### src/iop_pkg.sv
`default_nettype none
package iop_pkg;
  // register byte offsets
  localparam logic [7:0] OFF_DRV0 = 8'h00;
  localparam logic [7:0] OFF_DRV1 = 8'h04;
  localparam logic [7:0] OFF_SUP  = 8'h08;
  localparam logic [7:0] OFF_PORTA_FUNC_SEL_0 = 8'h0C;
  localparam logic [7:0] OFF_PORTA_FUNC_SEL_1 = 8'h10;
  localparam logic [7:0] OFF_PORTB_FUNC_SEL_0 = 8'h14;
  localparam logic [7:0] OFF_PORTB_FUNC_SEL_1 = 8'h18;
  localparam logic [7:0] OFF_PORTC_FUNC_SEL_0 = 8'h1C;
  localparam logic [7:0] OFF_PORTC_FUNC_SEL_1 = 8'h20;
  localparam logic [7:0] OFF_PORTD_FUNC_SEL_0 = 8'h24;
  localparam logic [7:0] OFF_IFS  = 8'h28;
  // implemented bits per register
  localparam logic [7:0] MSK_DRV0 = 8'hFF;
  localparam logic [7:0] MSK_DRV1 = 8'h0F;
  localparam logic [7:0] MSK_SUP  = 8'h0F;
  localparam logic [7:0] MSK_PORTA_FUNC_SEL_0 = 8'hCC;
  localparam logic [7:0] MSK_PORTA_FUNC_SEL_1 = 8'hFF;
  localparam logic [7:0] MSK_PORTB_FUNC_SEL_0 = 8'h03;
  localparam logic [7:0] MSK_PORTB_FUNC_SEL_1 = 8'hFF;
  localparam logic [7:0] MSK_PORTC_FUNC_SEL_0 = 8'hFF;
  localparam logic [7:0] MSK_PORTC_FUNC_SEL_1 = 8'hFF;
  localparam logic [7:0] MSK_PORTD_FUNC_SEL_0 = 8'h0F;
  localparam logic [7:0] MSK_IFS  = 8'h07;
  localparam logic [7:0] RST_REG  = 8'h00;
  // two-bit field positions
  localparam int unsigned POS_76 = 6;
  localparam int unsigned POS_54 = 4;
  localparam int unsigned POS_32 = 2;
  localparam int unsigned POS_10 = 0;
  // single-bit positions
  localparam int unsigned SUP_PD_UPPER = 3;
  localparam int unsigned SUP_PB_UPPER = 1;
  localparam int unsigned IFS_SCL_POS  = 2;
  localparam int unsigned IFS_SDA_POS  = 1;
  localparam int unsigned IFS_RX_POS   = 0;
  // selection and response codes
  localparam logic [1:0] SEL_GPIO = 2'h0;
  localparam logic [1:0] SEL_ALT1 = 2'h1;
  localparam logic [1:0] SEL_ALT2 = 2'h2;
  localparam logic [1:0] SEL_ALT3 = 2'h3;
  localparam logic [1:0] RESP_OKAY   = 2'h0;
  localparam logic [1:0] RESP_SLVERR = 2'h2;

  typedef enum logic [1:0] {DRV_LVL0, DRV_LVL1, DRV_LVL2, DRV_LVL3} iop_drive_t;

  typedef struct packed {
    iop_drive_t pb7_4;
    iop_drive_t pb0;
    iop_drive_t pa7_6;
    iop_drive_t pa3_0;
    iop_drive_t pc7_4;
    iop_drive_t pc3_0;
  } iop_drive_cfg_t;

  typedef struct packed {
    logic [10:0] analog_channel_en;
    logic opamp_inverting_input_0;
    logic opamp_noninverting_input;
    logic serial_module_clock;
    logic opamp_output;
    logic serial_module_data_out;
    logic serial_module_data_in;
    logic periodic_timer0_output;
    logic periodic_timer1_output;
    logic serial_chip_select;
    logic periodic_timer1_output_inv;
    logic usb_detect1_minus;
    logic usb_detect1_plus;
    logic uart_tx;
    logic uart_rx_tx;
    logic standard_timer_output;
    logic reference_voltage_out;
    logic auxiliary_io_supply_in;
    logic standard_timer_output_inv;
    logic usb_detect2_minus;
    logic usb_detect2_plus;
    logic timer2_output;
    logic timer2_output_inv;
    logic i2c_master_data_line;
    logic i2c_master_clock_line;
    logic timer3_output;
    logic timer3_output_inv;
    logic reference_voltage_in;
  } iop_route_t;

  typedef struct packed {
    logic pb45_aux;
    logic pd_lines_aux;
    logic aux_input_selected;
  } iop_supply_t;
endpackage : iop_pkg
`default_nettype wire

### src/iop_pin_mux.sv
`timescale 1ns/100ps
`default_nettype none
module iop_pin_mux #(
  parameter int unsigned ADDR_W = 8
) (
  input  wire logic                  aclk,
  input  wire logic                  aresetn,
  input  wire logic [ADDR_W-1:0]     s_axi_awaddr,
  input  wire logic [2:0]            s_axi_awprot,
  input  wire logic                  s_axi_awvalid,
  output logic                       s_axi_awready,
  input  wire logic [31:0]           s_axi_wdata,
  input  wire logic [3:0]            s_axi_wstrb,
  input  wire logic                  s_axi_wvalid,
  output logic                       s_axi_wready,
  output logic [1:0]                 s_axi_bresp,
  output logic                       s_axi_bvalid,
  input  wire logic                  s_axi_bready,
  input  wire logic [ADDR_W-1:0]     s_axi_araddr,
  input  wire logic [2:0]            s_axi_arprot,
  input  wire logic                  s_axi_arvalid,
  output logic                       s_axi_arready,
  output logic [31:0]                s_axi_rdata,
  output logic [1:0]                 s_axi_rresp,
  output logic                       s_axi_rvalid,
  input  wire logic                  s_axi_rready,
  output iop_pkg::iop_route_t        route_o,
  output iop_pkg::iop_drive_cfg_t    drive_o,
  output iop_pkg::iop_supply_t       supply_o,
  output logic [3:0]                 portd_func_sel_o,
  output logic                       i2c_master_clock_source_sel_o,
  output logic                       i2c_master_data_source_sel_o,
  output logic                       uart_rx_source_sel_o
);
  if (ADDR_W < 8 || ADDR_W > 32) begin : g_chk
    $error("ADDR_W must be 8..32");
  end

  localparam int unsigned NREG = 11;
  localparam logic [7:0] OFFS [NREG] = '{iop_pkg::OFF_DRV0, iop_pkg::OFF_DRV1, iop_pkg::OFF_SUP,
    iop_pkg::OFF_PORTA_FUNC_SEL_0, iop_pkg::OFF_PORTA_FUNC_SEL_1, iop_pkg::OFF_PORTB_FUNC_SEL_0, iop_pkg::OFF_PORTB_FUNC_SEL_1, iop_pkg::OFF_PORTC_FUNC_SEL_0,
    iop_pkg::OFF_PORTC_FUNC_SEL_1, iop_pkg::OFF_PORTD_FUNC_SEL_0, iop_pkg::OFF_IFS};
  localparam logic [7:0] MSKS [NREG] = '{iop_pkg::MSK_DRV0, iop_pkg::MSK_DRV1, iop_pkg::MSK_SUP,
    iop_pkg::MSK_PORTA_FUNC_SEL_0, iop_pkg::MSK_PORTA_FUNC_SEL_1, iop_pkg::MSK_PORTB_FUNC_SEL_0, iop_pkg::MSK_PORTB_FUNC_SEL_1, iop_pkg::MSK_PORTC_FUNC_SEL_0,
    iop_pkg::MSK_PORTC_FUNC_SEL_1, iop_pkg::MSK_PORTD_FUNC_SEL_0, iop_pkg::MSK_IFS};

  function automatic logic [1:0] fld(input logic [7:0] r, input int unsigned pos);
    fld = r[pos +: 2];
  endfunction : fld

  // ---------------- write channel ----------------
  logic              aw_held_ff;
  logic [7:0]        aw_addr_ff;
  logic              w_held_ff;
  logic [7:0]        w_data_ff;
  logic              w_strb0_ff;
  logic              bvalid_ff;
  logic [1:0]        bresp_ff;
  logic [7:0]        regs_ff [NREG];
  logic [NREG-1:0]   wr_hit;
  logic [NREG-1:0]   rd_hit;
  wire               do_write = aw_held_ff && w_held_ff && !bvalid_ff;
  wire               aw_take  = s_axi_awvalid && s_axi_awready;
  wire               w_take   = s_axi_wvalid && s_axi_wready;

  assign s_axi_awready = !aw_held_ff && !bvalid_ff;
  assign s_axi_wready  = !w_held_ff && !bvalid_ff;
  assign s_axi_bvalid  = bvalid_ff;
  assign s_axi_bresp   = bresp_ff;

  always_ff @(posedge aclk) begin
    if (!aresetn) begin
      aw_held_ff <= 1'b0;
      aw_addr_ff <= 8'h00;
    end else if (aw_take) begin
      aw_held_ff <= 1'b1;
      aw_addr_ff <= {s_axi_awaddr[7:2], 2'b00};
    end else if (do_write) begin
      aw_held_ff <= 1'b0;
    end
  end

  always_ff @(posedge aclk) begin
    if (!aresetn) begin
      w_held_ff  <= 1'b0;
      w_data_ff  <= 8'h00;
      w_strb0_ff <= 1'b0;
    end else if (w_take) begin
      w_held_ff  <= 1'b1;
      w_data_ff  <= s_axi_wdata[7:0];
      w_strb0_ff <= s_axi_wstrb[0];
    end else if (do_write) begin
      w_held_ff <= 1'b0;
    end
  end

  always_ff @(posedge aclk) begin
    if (!aresetn) begin
      bvalid_ff <= 1'b0;
      bresp_ff  <= iop_pkg::RESP_OKAY;
    end else if (do_write) begin
      bvalid_ff <= 1'b1;
      bresp_ff  <= (|wr_hit) ? iop_pkg::RESP_OKAY : iop_pkg::RESP_SLVERR;
    end else if (s_axi_bready) begin
      bvalid_ff <= 1'b0;
    end
  end

  // ---------------- register file ----------------
  // unimplemented bits never store, so reserved bits always read zero
  for (genvar i = 0; i < NREG; i++) begin : g_reg
    assign wr_hit[i] = (aw_addr_ff == OFFS[i]);
    assign rd_hit[i] = ({s_axi_araddr[7:2], 2'b00} == OFFS[i]);
    always_ff @(posedge aclk) begin
      if (!aresetn) begin
        regs_ff[i] <= iop_pkg::RST_REG;
      end else if (do_write && wr_hit[i] && w_strb0_ff) begin
        regs_ff[i] <= w_data_ff & MSKS[i];
      end
    end
  end

  // ---------------- read channel ----------------
  logic              rvalid_ff;
  logic [31:0]       rdata_ff;
  logic [1:0]        rresp_ff;
  logic [7:0]        rd_mux;
  wire               ar_take = s_axi_arvalid && s_axi_arready;

  always_comb begin
    rd_mux = 8'h00;
    for (int k = 0; k < NREG; k++) begin
      if (rd_hit[k]) begin
        rd_mux = regs_ff[k];
      end
    end
  end

  assign s_axi_arready = !rvalid_ff;
  assign s_axi_rvalid  = rvalid_ff;
  assign s_axi_rdata   = rdata_ff;
  assign s_axi_rresp   = rresp_ff;

  always_ff @(posedge aclk) begin
    if (!aresetn) begin
      rvalid_ff <= 1'b0;
      rdata_ff  <= 32'h0000_0000;
      rresp_ff  <= iop_pkg::RESP_OKAY;
    end else if (ar_take) begin
      rvalid_ff <= 1'b1;
      rdata_ff  <= {24'h00_0000, rd_mux};
      rresp_ff  <= (|rd_hit) ? iop_pkg::RESP_OKAY : iop_pkg::RESP_SLVERR;
    end else if (s_axi_rready) begin
      rvalid_ff <= 1'b0;
    end
  end

  // ---------------- field decode ----------------
  wire [7:0] drv0 = regs_ff[0];
  wire [7:0] drv1 = regs_ff[1];
  wire [7:0] sup  = regs_ff[2];
  wire [7:0] porta_func_sel_0 = regs_ff[3];
  wire [7:0] porta_func_sel_1 = regs_ff[4];
  wire [7:0] portb_func_sel_0 = regs_ff[5];
  wire [7:0] portb_func_sel_1 = regs_ff[6];
  wire [7:0] portc_func_sel_0 = regs_ff[7];
  wire [7:0] portc_func_sel_1 = regs_ff[8];
  wire [7:0] portd_func_sel_0 = regs_ff[9];
  wire [7:0] input_source_select  = regs_ff[10];

  wire [1:0] pa3_c = fld(porta_func_sel_0, iop_pkg::POS_76);
  wire [1:0] pa1_c = fld(porta_func_sel_0, iop_pkg::POS_32);
  wire [1:0] pa7_c = fld(porta_func_sel_1, iop_pkg::POS_76);
  wire [1:0] pa6_c = fld(porta_func_sel_1, iop_pkg::POS_54);
  wire [1:0] pb0_c = fld(portb_func_sel_0, iop_pkg::POS_10);
  wire [1:0] pb7_c = fld(portb_func_sel_1, iop_pkg::POS_76);
  wire [1:0] pb6_c = fld(portb_func_sel_1, iop_pkg::POS_54);
  wire [1:0] pb5_c = fld(portb_func_sel_1, iop_pkg::POS_32);
  wire [1:0] pb4_c = fld(portb_func_sel_1, iop_pkg::POS_10);
  wire [1:0] pc3_c = fld(portc_func_sel_0, iop_pkg::POS_76);
  wire [1:0] pc2_c = fld(portc_func_sel_0, iop_pkg::POS_54);
  wire [1:0] pc1_c = fld(portc_func_sel_0, iop_pkg::POS_32);
  wire [1:0] pc0_c = fld(portc_func_sel_0, iop_pkg::POS_10);
  wire [1:0] pc7_c = fld(portc_func_sel_1, iop_pkg::POS_76);
  wire [1:0] pc6_c = fld(portc_func_sel_1, iop_pkg::POS_54);
  wire [1:0] pc5_c = fld(portc_func_sel_1, iop_pkg::POS_32);
  wire [1:0] pc4_c = fld(portc_func_sel_1, iop_pkg::POS_10);

  iop_pkg::iop_route_t     nxt_route;
  iop_pkg::iop_drive_cfg_t nxt_drive;
  iop_pkg::iop_supply_t    nxt_supply;
  iop_pkg::iop_route_t     route_ff;
  iop_pkg::iop_drive_cfg_t drive_ff;
  iop_pkg::iop_supply_t    supply_ff;
  logic [2:0]              ifs_ff;
  logic [3:0]              pds_ff;

  always_comb begin
    nxt_route = '0;
    nxt_route.opamp_inverting_input_0  = (pa3_c == iop_pkg::SEL_ALT1);
    nxt_route.opamp_noninverting_input = (pa3_c == iop_pkg::SEL_ALT2);
    nxt_route.serial_module_clock      = (pa1_c == iop_pkg::SEL_ALT1);
    nxt_route.opamp_output             = (pa1_c == iop_pkg::SEL_ALT2);
    nxt_route.serial_module_data_out   = (pa7_c == iop_pkg::SEL_ALT1);
    nxt_route.periodic_timer0_output   = (pa7_c == iop_pkg::SEL_ALT2);
    nxt_route.serial_module_data_in    = (pa6_c == iop_pkg::SEL_ALT1);
    nxt_route.periodic_timer1_output   = (pa6_c == iop_pkg::SEL_ALT2);
    nxt_route.analog_channel_en[1]     = (pa7_c == iop_pkg::SEL_ALT3);
    nxt_route.analog_channel_en[0]     = (pa6_c == iop_pkg::SEL_ALT3);
    nxt_route.serial_chip_select          = (pb0_c == iop_pkg::SEL_ALT1);
    nxt_route.periodic_timer1_output_inv  = (pb0_c == iop_pkg::SEL_ALT2);
    nxt_route.usb_detect1_minus           = (pb7_c == iop_pkg::SEL_ALT1);
    nxt_route.usb_detect1_plus            = (pb6_c == iop_pkg::SEL_ALT1);
    nxt_route.analog_channel_en[3]        = (pb7_c == iop_pkg::SEL_ALT2);
    nxt_route.analog_channel_en[2]        = (pb6_c == iop_pkg::SEL_ALT2);
    nxt_route.uart_tx                     = (pb5_c == iop_pkg::SEL_ALT1);
    nxt_route.uart_rx_tx                  = (pb4_c == iop_pkg::SEL_ALT1);
    nxt_route.standard_timer_output       = (pc3_c == iop_pkg::SEL_ALT1);
    nxt_route.analog_channel_en[6]        = (pc3_c == iop_pkg::SEL_ALT2);
    nxt_route.reference_voltage_out       = (pc3_c == iop_pkg::SEL_ALT3);
    nxt_route.auxiliary_io_supply_in      = (pc2_c == iop_pkg::SEL_ALT1);
    nxt_route.standard_timer_output_inv   = (pc2_c == iop_pkg::SEL_ALT2);
    nxt_route.usb_detect2_minus           = (pc1_c == iop_pkg::SEL_ALT1);
    nxt_route.usb_detect2_plus            = (pc0_c == iop_pkg::SEL_ALT1);
    nxt_route.analog_channel_en[5]        = (pc1_c == iop_pkg::SEL_ALT2);
    nxt_route.analog_channel_en[4]        = (pc0_c == iop_pkg::SEL_ALT2);
    nxt_route.timer2_output               = (pc7_c == iop_pkg::SEL_ALT1);
    nxt_route.timer2_output_inv           = (pc6_c == iop_pkg::SEL_ALT1);
    nxt_route.i2c_master_data_line        = (pc7_c == iop_pkg::SEL_ALT2);
    nxt_route.i2c_master_clock_line       = (pc6_c == iop_pkg::SEL_ALT2);
    nxt_route.analog_channel_en[10]       = (pc7_c == iop_pkg::SEL_ALT3);
    nxt_route.analog_channel_en[9]        = (pc6_c == iop_pkg::SEL_ALT3);
    nxt_route.timer3_output               = (pc5_c == iop_pkg::SEL_ALT1);
    nxt_route.analog_channel_en[8]        = (pc5_c == iop_pkg::SEL_ALT2);
    nxt_route.timer3_output_inv           = (pc4_c == iop_pkg::SEL_ALT1);
    nxt_route.analog_channel_en[7]        = (pc4_c == iop_pkg::SEL_ALT2);
    nxt_route.reference_voltage_in        = (pc4_c == iop_pkg::SEL_ALT3);
  end

  // enum order gives code 00 = level 0 up to 11 = level 3
  always_comb begin
    nxt_drive.pb7_4 = iop_pkg::iop_drive_t'(fld(drv0, iop_pkg::POS_76));
    nxt_drive.pb0   = iop_pkg::iop_drive_t'(fld(drv0, iop_pkg::POS_54));
    nxt_drive.pa7_6 = iop_pkg::iop_drive_t'(fld(drv0, iop_pkg::POS_32));
    nxt_drive.pa3_0 = iop_pkg::iop_drive_t'(fld(drv0, iop_pkg::POS_10));
    nxt_drive.pc7_4 = iop_pkg::iop_drive_t'(fld(drv1, iop_pkg::POS_32));
    nxt_drive.pc3_0 = iop_pkg::iop_drive_t'(fld(drv1, iop_pkg::POS_10));
  end

  // pb4/pb5 only carry digital functions (gpio or uart), never analog;
  // the internal pd lines are always digital, so the gate is trivially met there
  wire pb45_digital = 1'b1;
  always_comb begin
    nxt_supply.pd_lines_aux       = sup[iop_pkg::SUP_PD_UPPER];
    nxt_supply.pb45_aux           = sup[iop_pkg::SUP_PB_UPPER] && pb45_digital;
    nxt_supply.aux_input_selected = nxt_route.auxiliary_io_supply_in;
  end

  always_ff @(posedge aclk) begin
    if (!aresetn) begin
      route_ff  <= '0;
      drive_ff  <= '0;
      supply_ff <= '0;
      ifs_ff    <= 3'h0;
      pds_ff    <= 4'h0;
    end else begin
      route_ff  <= nxt_route;
      drive_ff  <= nxt_drive;
      supply_ff <= nxt_supply;
      ifs_ff    <= input_source_select[2:0];
      pds_ff    <= portd_func_sel_0[3:0];
    end
  end

  assign route_o                       = route_ff;
  assign drive_o                       = drive_ff;
  assign supply_o                      = supply_ff;
  assign portd_func_sel_o              = pds_ff;
  assign i2c_master_clock_source_sel_o = ifs_ff[iop_pkg::IFS_SCL_POS];
  assign i2c_master_data_source_sel_o  = ifs_ff[iop_pkg::IFS_SDA_POS];
  assign uart_rx_source_sel_o          = ifs_ff[iop_pkg::IFS_RX_POS];

  // ---------------- assertions ----------------
  wire wr_drv0 = do_write && w_strb0_ff && (aw_addr_ff == iop_pkg::OFF_DRV0);
  property p_drv0_map;
    @(posedge aclk) disable iff (!aresetn)
      wr_drv0 |=> ##1 (drive_o.pb7_4 == $past(w_data_ff[7:6], 2)) && (drive_o.pa3_0 == $past(w_data_ff[1:0], 2));
  endproperty
  a_drv0_map: assert property (p_drv0_map) else $error("drive reg 0 field map wrong");

  property p_drv1_upper;
    @(posedge aclk) disable iff (!aresetn)
      (ar_take && rd_hit[1]) |=> (s_axi_rdata[31:4] == 28'h000_0000);
  endproperty
  a_drv1_upper: assert property (p_drv1_upper) else $error("drive reg 1 upper bits nonzero");

  property p_pd_supply;
    @(posedge aclk) disable iff (!aresetn)
      ##1 supply_o.pd_lines_aux == $past(regs_ff[2][3]);
  endproperty
  a_pd_supply: assert property (p_pd_supply) else $error("pd line supply select wrong");

  property p_pb_supply;
    @(posedge aclk) disable iff (!aresetn)
      (regs_ff[2][1] && $stable(regs_ff[2])) |=> supply_o.pb45_aux;
  endproperty
  a_pb_supply: assert property (p_pb_supply) else $error("pb4/5 supply not aux");

  property p_pa3_route;
    @(posedge aclk) disable iff (!aresetn)
      route_o.opamp_inverting_input_0 |-> $past(porta_func_sel_0[7:6]) == iop_pkg::SEL_ALT1 && !route_o.opamp_noninverting_input;
  endproperty
  a_pa3_route: assert property (p_pa3_route) else $error("pa3 routing wrong");

  property p_porta_func_sel_0_read;
    @(posedge aclk) disable iff (!aresetn)
      (ar_take && rd_hit[3]) |=> (s_axi_rdata[5:4] == 2'b00) && (s_axi_rdata[1:0] == 2'b00);
  endproperty
  a_porta_func_sel_0_read: assert property (p_porta_func_sel_0_read) else $error("port a reg 0 reserved bits nonzero");

  property p_pa7_analog;
    @(posedge aclk) disable iff (!aresetn)
      (pa7_c == iop_pkg::SEL_ALT3) ##1 (pa7_c == iop_pkg::SEL_ALT3) |-> route_o.analog_channel_en[1];
  endproperty
  a_pa7_analog: assert property (p_pa7_analog) else $error("pa7 analog not routed");

  property p_uart;
    @(posedge aclk) disable iff (!aresetn)
      route_o.uart_tx |-> $past(portb_func_sel_1[3:2]) == iop_pkg::SEL_ALT1;
  endproperty
  a_uart: assert property (p_uart) else $error("uart tx routed on wrong code");

  property p_pc3_ref;
    @(posedge aclk) disable iff (!aresetn)
      route_o.reference_voltage_out |-> $past(portc_func_sel_0[7:6]) == iop_pkg::SEL_ALT3 && !route_o.analog_channel_en[6];
  endproperty
  a_pc3_ref: assert property (p_pc3_ref) else $error("pc3 reference routing wrong");

  property p_i2c_src;
    @(posedge aclk) disable iff (!aresetn)
      ##1 i2c_master_clock_source_sel_o == $past(regs_ff[10][2]);
  endproperty
  a_i2c_src: assert property (p_i2c_src) else $error("i2c clock source select wrong");

  property p_reset_zero;
    @(posedge aclk) !aresetn |=> (route_o == '0) && (drive_o == '0) && (supply_o == '0);
  endproperty
  a_reset_zero: assert property (p_reset_zero) else $error("outputs not cleared by reset");
endmodule : iop_pin_mux
`default_nettype wire

### config.mk
export PLATFORM = sky130hd
export DESIGN_NAME = iop_pin_mux
export DESIGN_NICKNAME = d
export VERILOG_FILES = /design/src/iop_pkg.sv /design/src/iop_pin_mux.sv
export SDC_FILE = /design/constraint.sdc
export NUM_CORES = 1
export LEC_CHECK = 0
export ABC_AREA = 1
export BUFFER_PORTS_ARGS = -buffer_cell sky130_fd_sc_hd__buf_4
export CORE_MARGIN = 1.5
export CORE_UTILIZATION = 55
export DETAILED_ROUTE_END_ITERATION = 16
export PLACE_DENSITY = 0.89
export SETUP_SLACK_MARGIN = 0.2
export SLEW_MARGIN = 20
export SYNTH_ARGS = -nofsm -noshare
export SYNTH_HDL_FRONTEND = slang
export SYNTH_SLANG_ARGS = --single-unit
### constraint.sdc
create_clock -name aclk -period 2.6 [get_ports aclk]
set_input_delay 0.26 -clock aclk [delete_from_list [all_inputs] [get_ports aclk]]
set_output_delay 0.26 -clock aclk [all_outputs]
set_load 0.005 [all_outputs]
-- Word-level counts from Yosys, hierarchy flattened
Memories as Yosys holds them, arrays and structs flattened.
Cells that the tools add are included.
- output and inout bits: 101
- memories: 1
- input port bits: 65
- logic and storage cells: 224
- bits in registers: 90
- bits in writable memories: 88
- muxes and demuxes: 65
- bitwise operators: 11
- reductions and logical operators: 41
- eq/ne operators: 58
- memories (name ; depth ; bits a word ; read ports ; clocked after Yosys merged registers in ; wr ports ; RTL line ; source):
    regs_ff ; 11 ; 8 ; 11 ; 0 ; 11 ; iop_pin_mux.sv:59 ; logic [7:0] regs_ff [NREG];
- operator list (operator ; number):
    8-bit 2-to-1 mux ; 22
    6-bit by 3-bit == test with 1-bit output (second input constant) ; 8
    2-bit == test (second input constant) ; 21
    1-bit 2-to-1 mux ; 41
    6-bit by 4-bit == test with 1-bit output (second input constant) ; 6
    2-bit by 1-bit == test with 1-bit output (second input constant) ; 17
    1-bit logical AND ; 29
    6-bit by 2-bit == test with 1-bit output (second input constant) ; 4
    11-bit OR reduction ; 2
    6-bit by 1-bit == test with 1-bit output (second input constant) ; 2
    1-bit bitwise OR ; 11
    8-bit logical NOT ; 1
    2-bit nonzero test ; 4
    6-bit logical NOT ; 1
    1-bit logical NOT ; 4
    2-bit 2-to-1 mux ; 2

-- Logic depth before layout (Yosys ltp)
- word-level depth: 12
- gate-level depth with buffers: 14
- gate-level depth less buffers: 14

-- Worst setup path before layout
OpenSTA, ideal clock, no wires.
- path type: reg2reg
- start: register aw_held_ff
- end: memory regs_ff[0][0] (enable)
- slack: 1.098 ns
- clock period less this slack: 1.502 ns
- required time: 2.271 ns
- buffers on the path: 0
- cell stages (with the launch flop): 7
- arrival: 1.173 ns
- library setup time: 0.329 ns
- cells stage by stage: dfxtp_1 > nand2_1 > nor2_2 > nand3_1 > nor2_4 > nand2_1 > nand2_1
- RTL lines (item ; RTL line ; source):
    start: declaration ; iop_pin_mux.sv:52 ; logic aw_held_ff;
    start signal: assignment ; iop_pin_mux.sv:73 ; aw_held_ff <= 1'b0;
    start signal: assignment ; iop_pin_mux.sv:76 ; aw_held_ff <= 1'b1;
    start signal: assignment ; iop_pin_mux.sv:79 ; aw_held_ff <= 1'b0;
    end: declaration ; iop_pin_mux.sv:59 ;

==> flow_metrics.env <==
export IMPL_status="complete, no violations"
export IMPL_yosysMostFrequentCell="nand2_1"
export IMPL_whs_ns=0.01910
export IMPL_initial_utilization=0.5640
export IMPL_cts_tree="yes"
export IMPL_cts_hold_buffers=2
export IMPL_synth_area_top_cells="edfxtp_1 32%, dfxtp_1 31%, nand2_1 7.7%, nor2_1 6.4%, inv_1 4.0%"
export IMPL_switchingPower_mw=1.208
export IMPL_syn_area_um2=5771
export IMPL_dpl_hpwl_um=9178
export IMPL_clk_pin_slew_worst_paths_ns=0.06
export IMPL_cp_arrival_ns=2.11
export IMPL_fin_worst_skew_ns=0.009540
export IMPL_ys_seq_area_frac=0.6227
export IMPL_synth_top_area_cell="edfxtp_1"
export IMPL_synth_seq_cells=149
export IMPL_netlist_area_leader_share=0.3174
export IMPL_maxSlewHeadroom=0.4553
export IMPL_cts_buffers=17
export IMPL_dieHeight_um=105.4
export IMPL_antenna_found_initial=0
export IMPL_fillers=740
export IMPL_viasPerCell=5.185
export IMPL_cts_sinks=149
export IMPL_seq_area_um2=3593
export IMPL_rsz0062_at_grt="false"
export IMPL_rows=37
export IMPL_drv_slew=0
export IMPL_grt_overflow_total=0
export IMPL_final_setup_viol_count=0
export IMPL_synthTopCellsByCount="118 x nand2_1, 99 x nor2_1, 88 x dfxtp_1"
export IMPL_place_ws_ns=0.7233
export IMPL_routabilityCongestion=0.9450
export IMPL_p_per_area_nw_per_um2=710.0
export IMPL_ys_types=28
export IMPL_drtPass1Iterations=5
export IMPL_p_sw_frac=0.2402
export IMPL_p_total_mw=5.031
export IMPL_async_flop_share=0
export IMPL_hold_class="in -> reg"
export IMPL_grt_pass1_wl_um=20200
export IMPL_crit_fanout=8
export IMPL_fin_nets=792
export IMPL_die_area_um2=11120
export IMPL_final_core_util=0.6926
export IMPL_endpoint="regs_ff[8][3]$_SDFFCE_PN0P_"
export IMPL_die_width_um=105.4
export IMPL_worstMarginPinSlew_ns=0.8108
export IMPL_cts_setup_buffers=0
export IMPL_synth_avg_cell_area_um2=9.292
export IMPL_cts_resized=0
export IMPL_synthFlopType="dfxtp_1"
export IMPL_clockBufferDepth=2
export IMPL_setup_tns_ns=0
export IMPL_crit_start="w_held_ff$_SDFFE_PN0P_"
export IMPL_post_route_period_util=0.7411
export IMPL_p_comb_frac=0.069
export IMPL_hold_violations=0
export IMPL_peakVddDrop_uv=603.6
export IMPL_io_pins=166
export IMPL_grt_max_degree=78
export IMPL_crit_type="reg -> reg"
export IMPL_h_tree_depth=4
export IMPL_pwr_share_seq=0.512
export IMPL_fmax_mhz=519.0
export IMPL_critPathLaunchType="flip-flop"
export IMPL_regToRegEndpoint="regs_ff[8][3]$_SDFFCE_PN0P_"
export IMPL_fin_crit_ns=1.927
export IMPL_r2r_slack_ns=0.67
export IMPL_drive_gt1_frac=0.2122
export IMPL_required_ns=2.78
export IMPL_vias=4542
export IMPL_antenna_left=0
export IMPL_core_region_area_um2=10230
export IMPL_rr_startpoint="w_held_ff$_SDFFE_PN0P_"
export IMPL_clock_latency_ns=0.53
export IMPL_multi_input_area_um2=1734
export IMPL_synth_cells=621
export IMPL_area_growth_pct=22.79
export IMPL_max_cap_viol_count=0
export IMPL_worst_slack_ns=0.6733
export IMPL_drtIter0Drc=378
export IMPL_r2r_cells=6
export IMPL_crit_path_end_kind="flip-flop"
export IMPL_grt_pass1_vias=4303
export IMPL_grtUsageTotal=0.2368
export IMPL_wl_um=12780
export IMPL_wl_per_cell_um=14.59
export IMPL_min_delay_start="s_axi_awaddr[6]"
export IMPL_p_clk_frac=0.419
export IMPL_cts_root_buffer="clkbuf_8"
export IMPL_ys_warn_count=0
export IMPL_leakage_nw=3.148
export IMPL_p_int_mw=3.822
export IMPL_synth_edf_count=61
export IMPL_port_buffers=102
export IMPL_drc=0
export IMPL_antenna_cells=0
cell usage in the layout (no fill, tap or decap):
master / n
nand4_1: 10
a21oi_1: 37
nand2_1: 118
dfxtp_1: 88
nor3_1: 27
clkbuf_8: 1
clkbuf_16: 16
o211ai_1: 3
dlygate4sd3_1: 2
inv_4: 1
inv_1: 61
a221oi_1: 2
edfxtp_1: 61
buf_4: 104
nor2_1: 99
nand3_1: 20
conb_1: 26
clkinv_2: 3
or2_0: 1
o2111ai_1: 2
inv_2: 8
nor2_2: 4
nor2_8: 1
inv_6: 5
nand2_4: 2
o21a_1: 1
nand3_4: 1
a21oi_2: 1
clkinv_4: 3
clkinv_1: 6
o21ai_0: 17
o21ai_1: 2
nor2_4: 7
worst max-delay path, stage by stage (launching register included):
cell and delay [ns]:
dfxtp_1 0.36, nand2_1 0.07, nor2_2 0.15, inv_1 0.12, nor2_1 0.46, nand2_1 0.11
nand2_1 0.31
state kept, by name, summed over array words and instances (netlist names):
name and count:
w_held_ff 1, ifs_ff 3, portd_func_sel_o 4, w_strb0_ff 1
route_o 38, s_axi_rdata 8, aw_held_ff 1, aw_addr_ff 6
drive_o 12, s_axi_rvalid 1, s_axi_rresp 1, s_axi_bvalid 1
w_data_ff 8, supply_o 2, s_axi_bresp 1, regs_ff 61
how the worst min path moves through the flow:
stage,end,cells past startpoint
detailed placement,route_o[3]$_SDFF_PN0_,1
global placement,route_o[35]$_SDFF_PN0_,1
CTS,w_data_ff[0]$_SDFFE_PN0P_,3
floorplan,route_o[35]$_SDFF_PN0_,1
finish,aw_addr_ff[6]$_SDFFE_PN0P_,3
global route,aw_addr_ff[6]$_SDFFE_PN0P_,3
cell families (layout without fill, tap and decap cells):
| family | Yosys count | in the layout | synth area share |
|---|---|---|---|
| AND/OR/NAND/NOR | 290 | 290 | 0.2222 |
| flip-flops | 149 | 149 | 0.6227 |
| buffers and inverters | 116 | 210 | 0.09302 |
| AO/OA/AOI/OAI | 65 | 65 | 0.06136 |
| other | 1 | 26 | 0.0006499 |
stage by stage:
step	cells	area, um^2
after CTS	876	7086
after global placement	842	6549
after floorplan	646	5864
after detailed placement	842	6549
after global routing	876	7086
final	876	7086
area by class of cell:
type,count,area share
flip-flops and latches,149,0.5072
clock inverters,15,0.01448
repair buffers,106,0.1130
well taps,136,0.02402
clock buffers,17,0.05845
multi-input cells,381,0.2447
inverters,72,0.03814
power groups by stage:
stage / combinational, mW / clock [mW] / sequential [mW]
2_1_floorplan: 0.216 / 0 / 2.61
3_3_place_gp: 0.328 / 0 / 2.62
3_5_place_dp: 0.342 / 0 / 2.62
4_1_cts: 0.346 / 2.11 / 2.57
5_1_grt: 0.383 / 2.25 / 2.58
6_report: 0.348 / 2.11 / 2.57
per-layer routing:
layer  share of wire  track usage  vias up  wire (um)
met3           0.093      0.05813       19       1194
met2            0.52       0.4216      261       6583
met4           0.016      0.08121        0        204
met1            0.38       0.2786     2094       4794
met5               0            0        -          0
li1                -            -     2168          -
(Power assumes the default switching activity.)
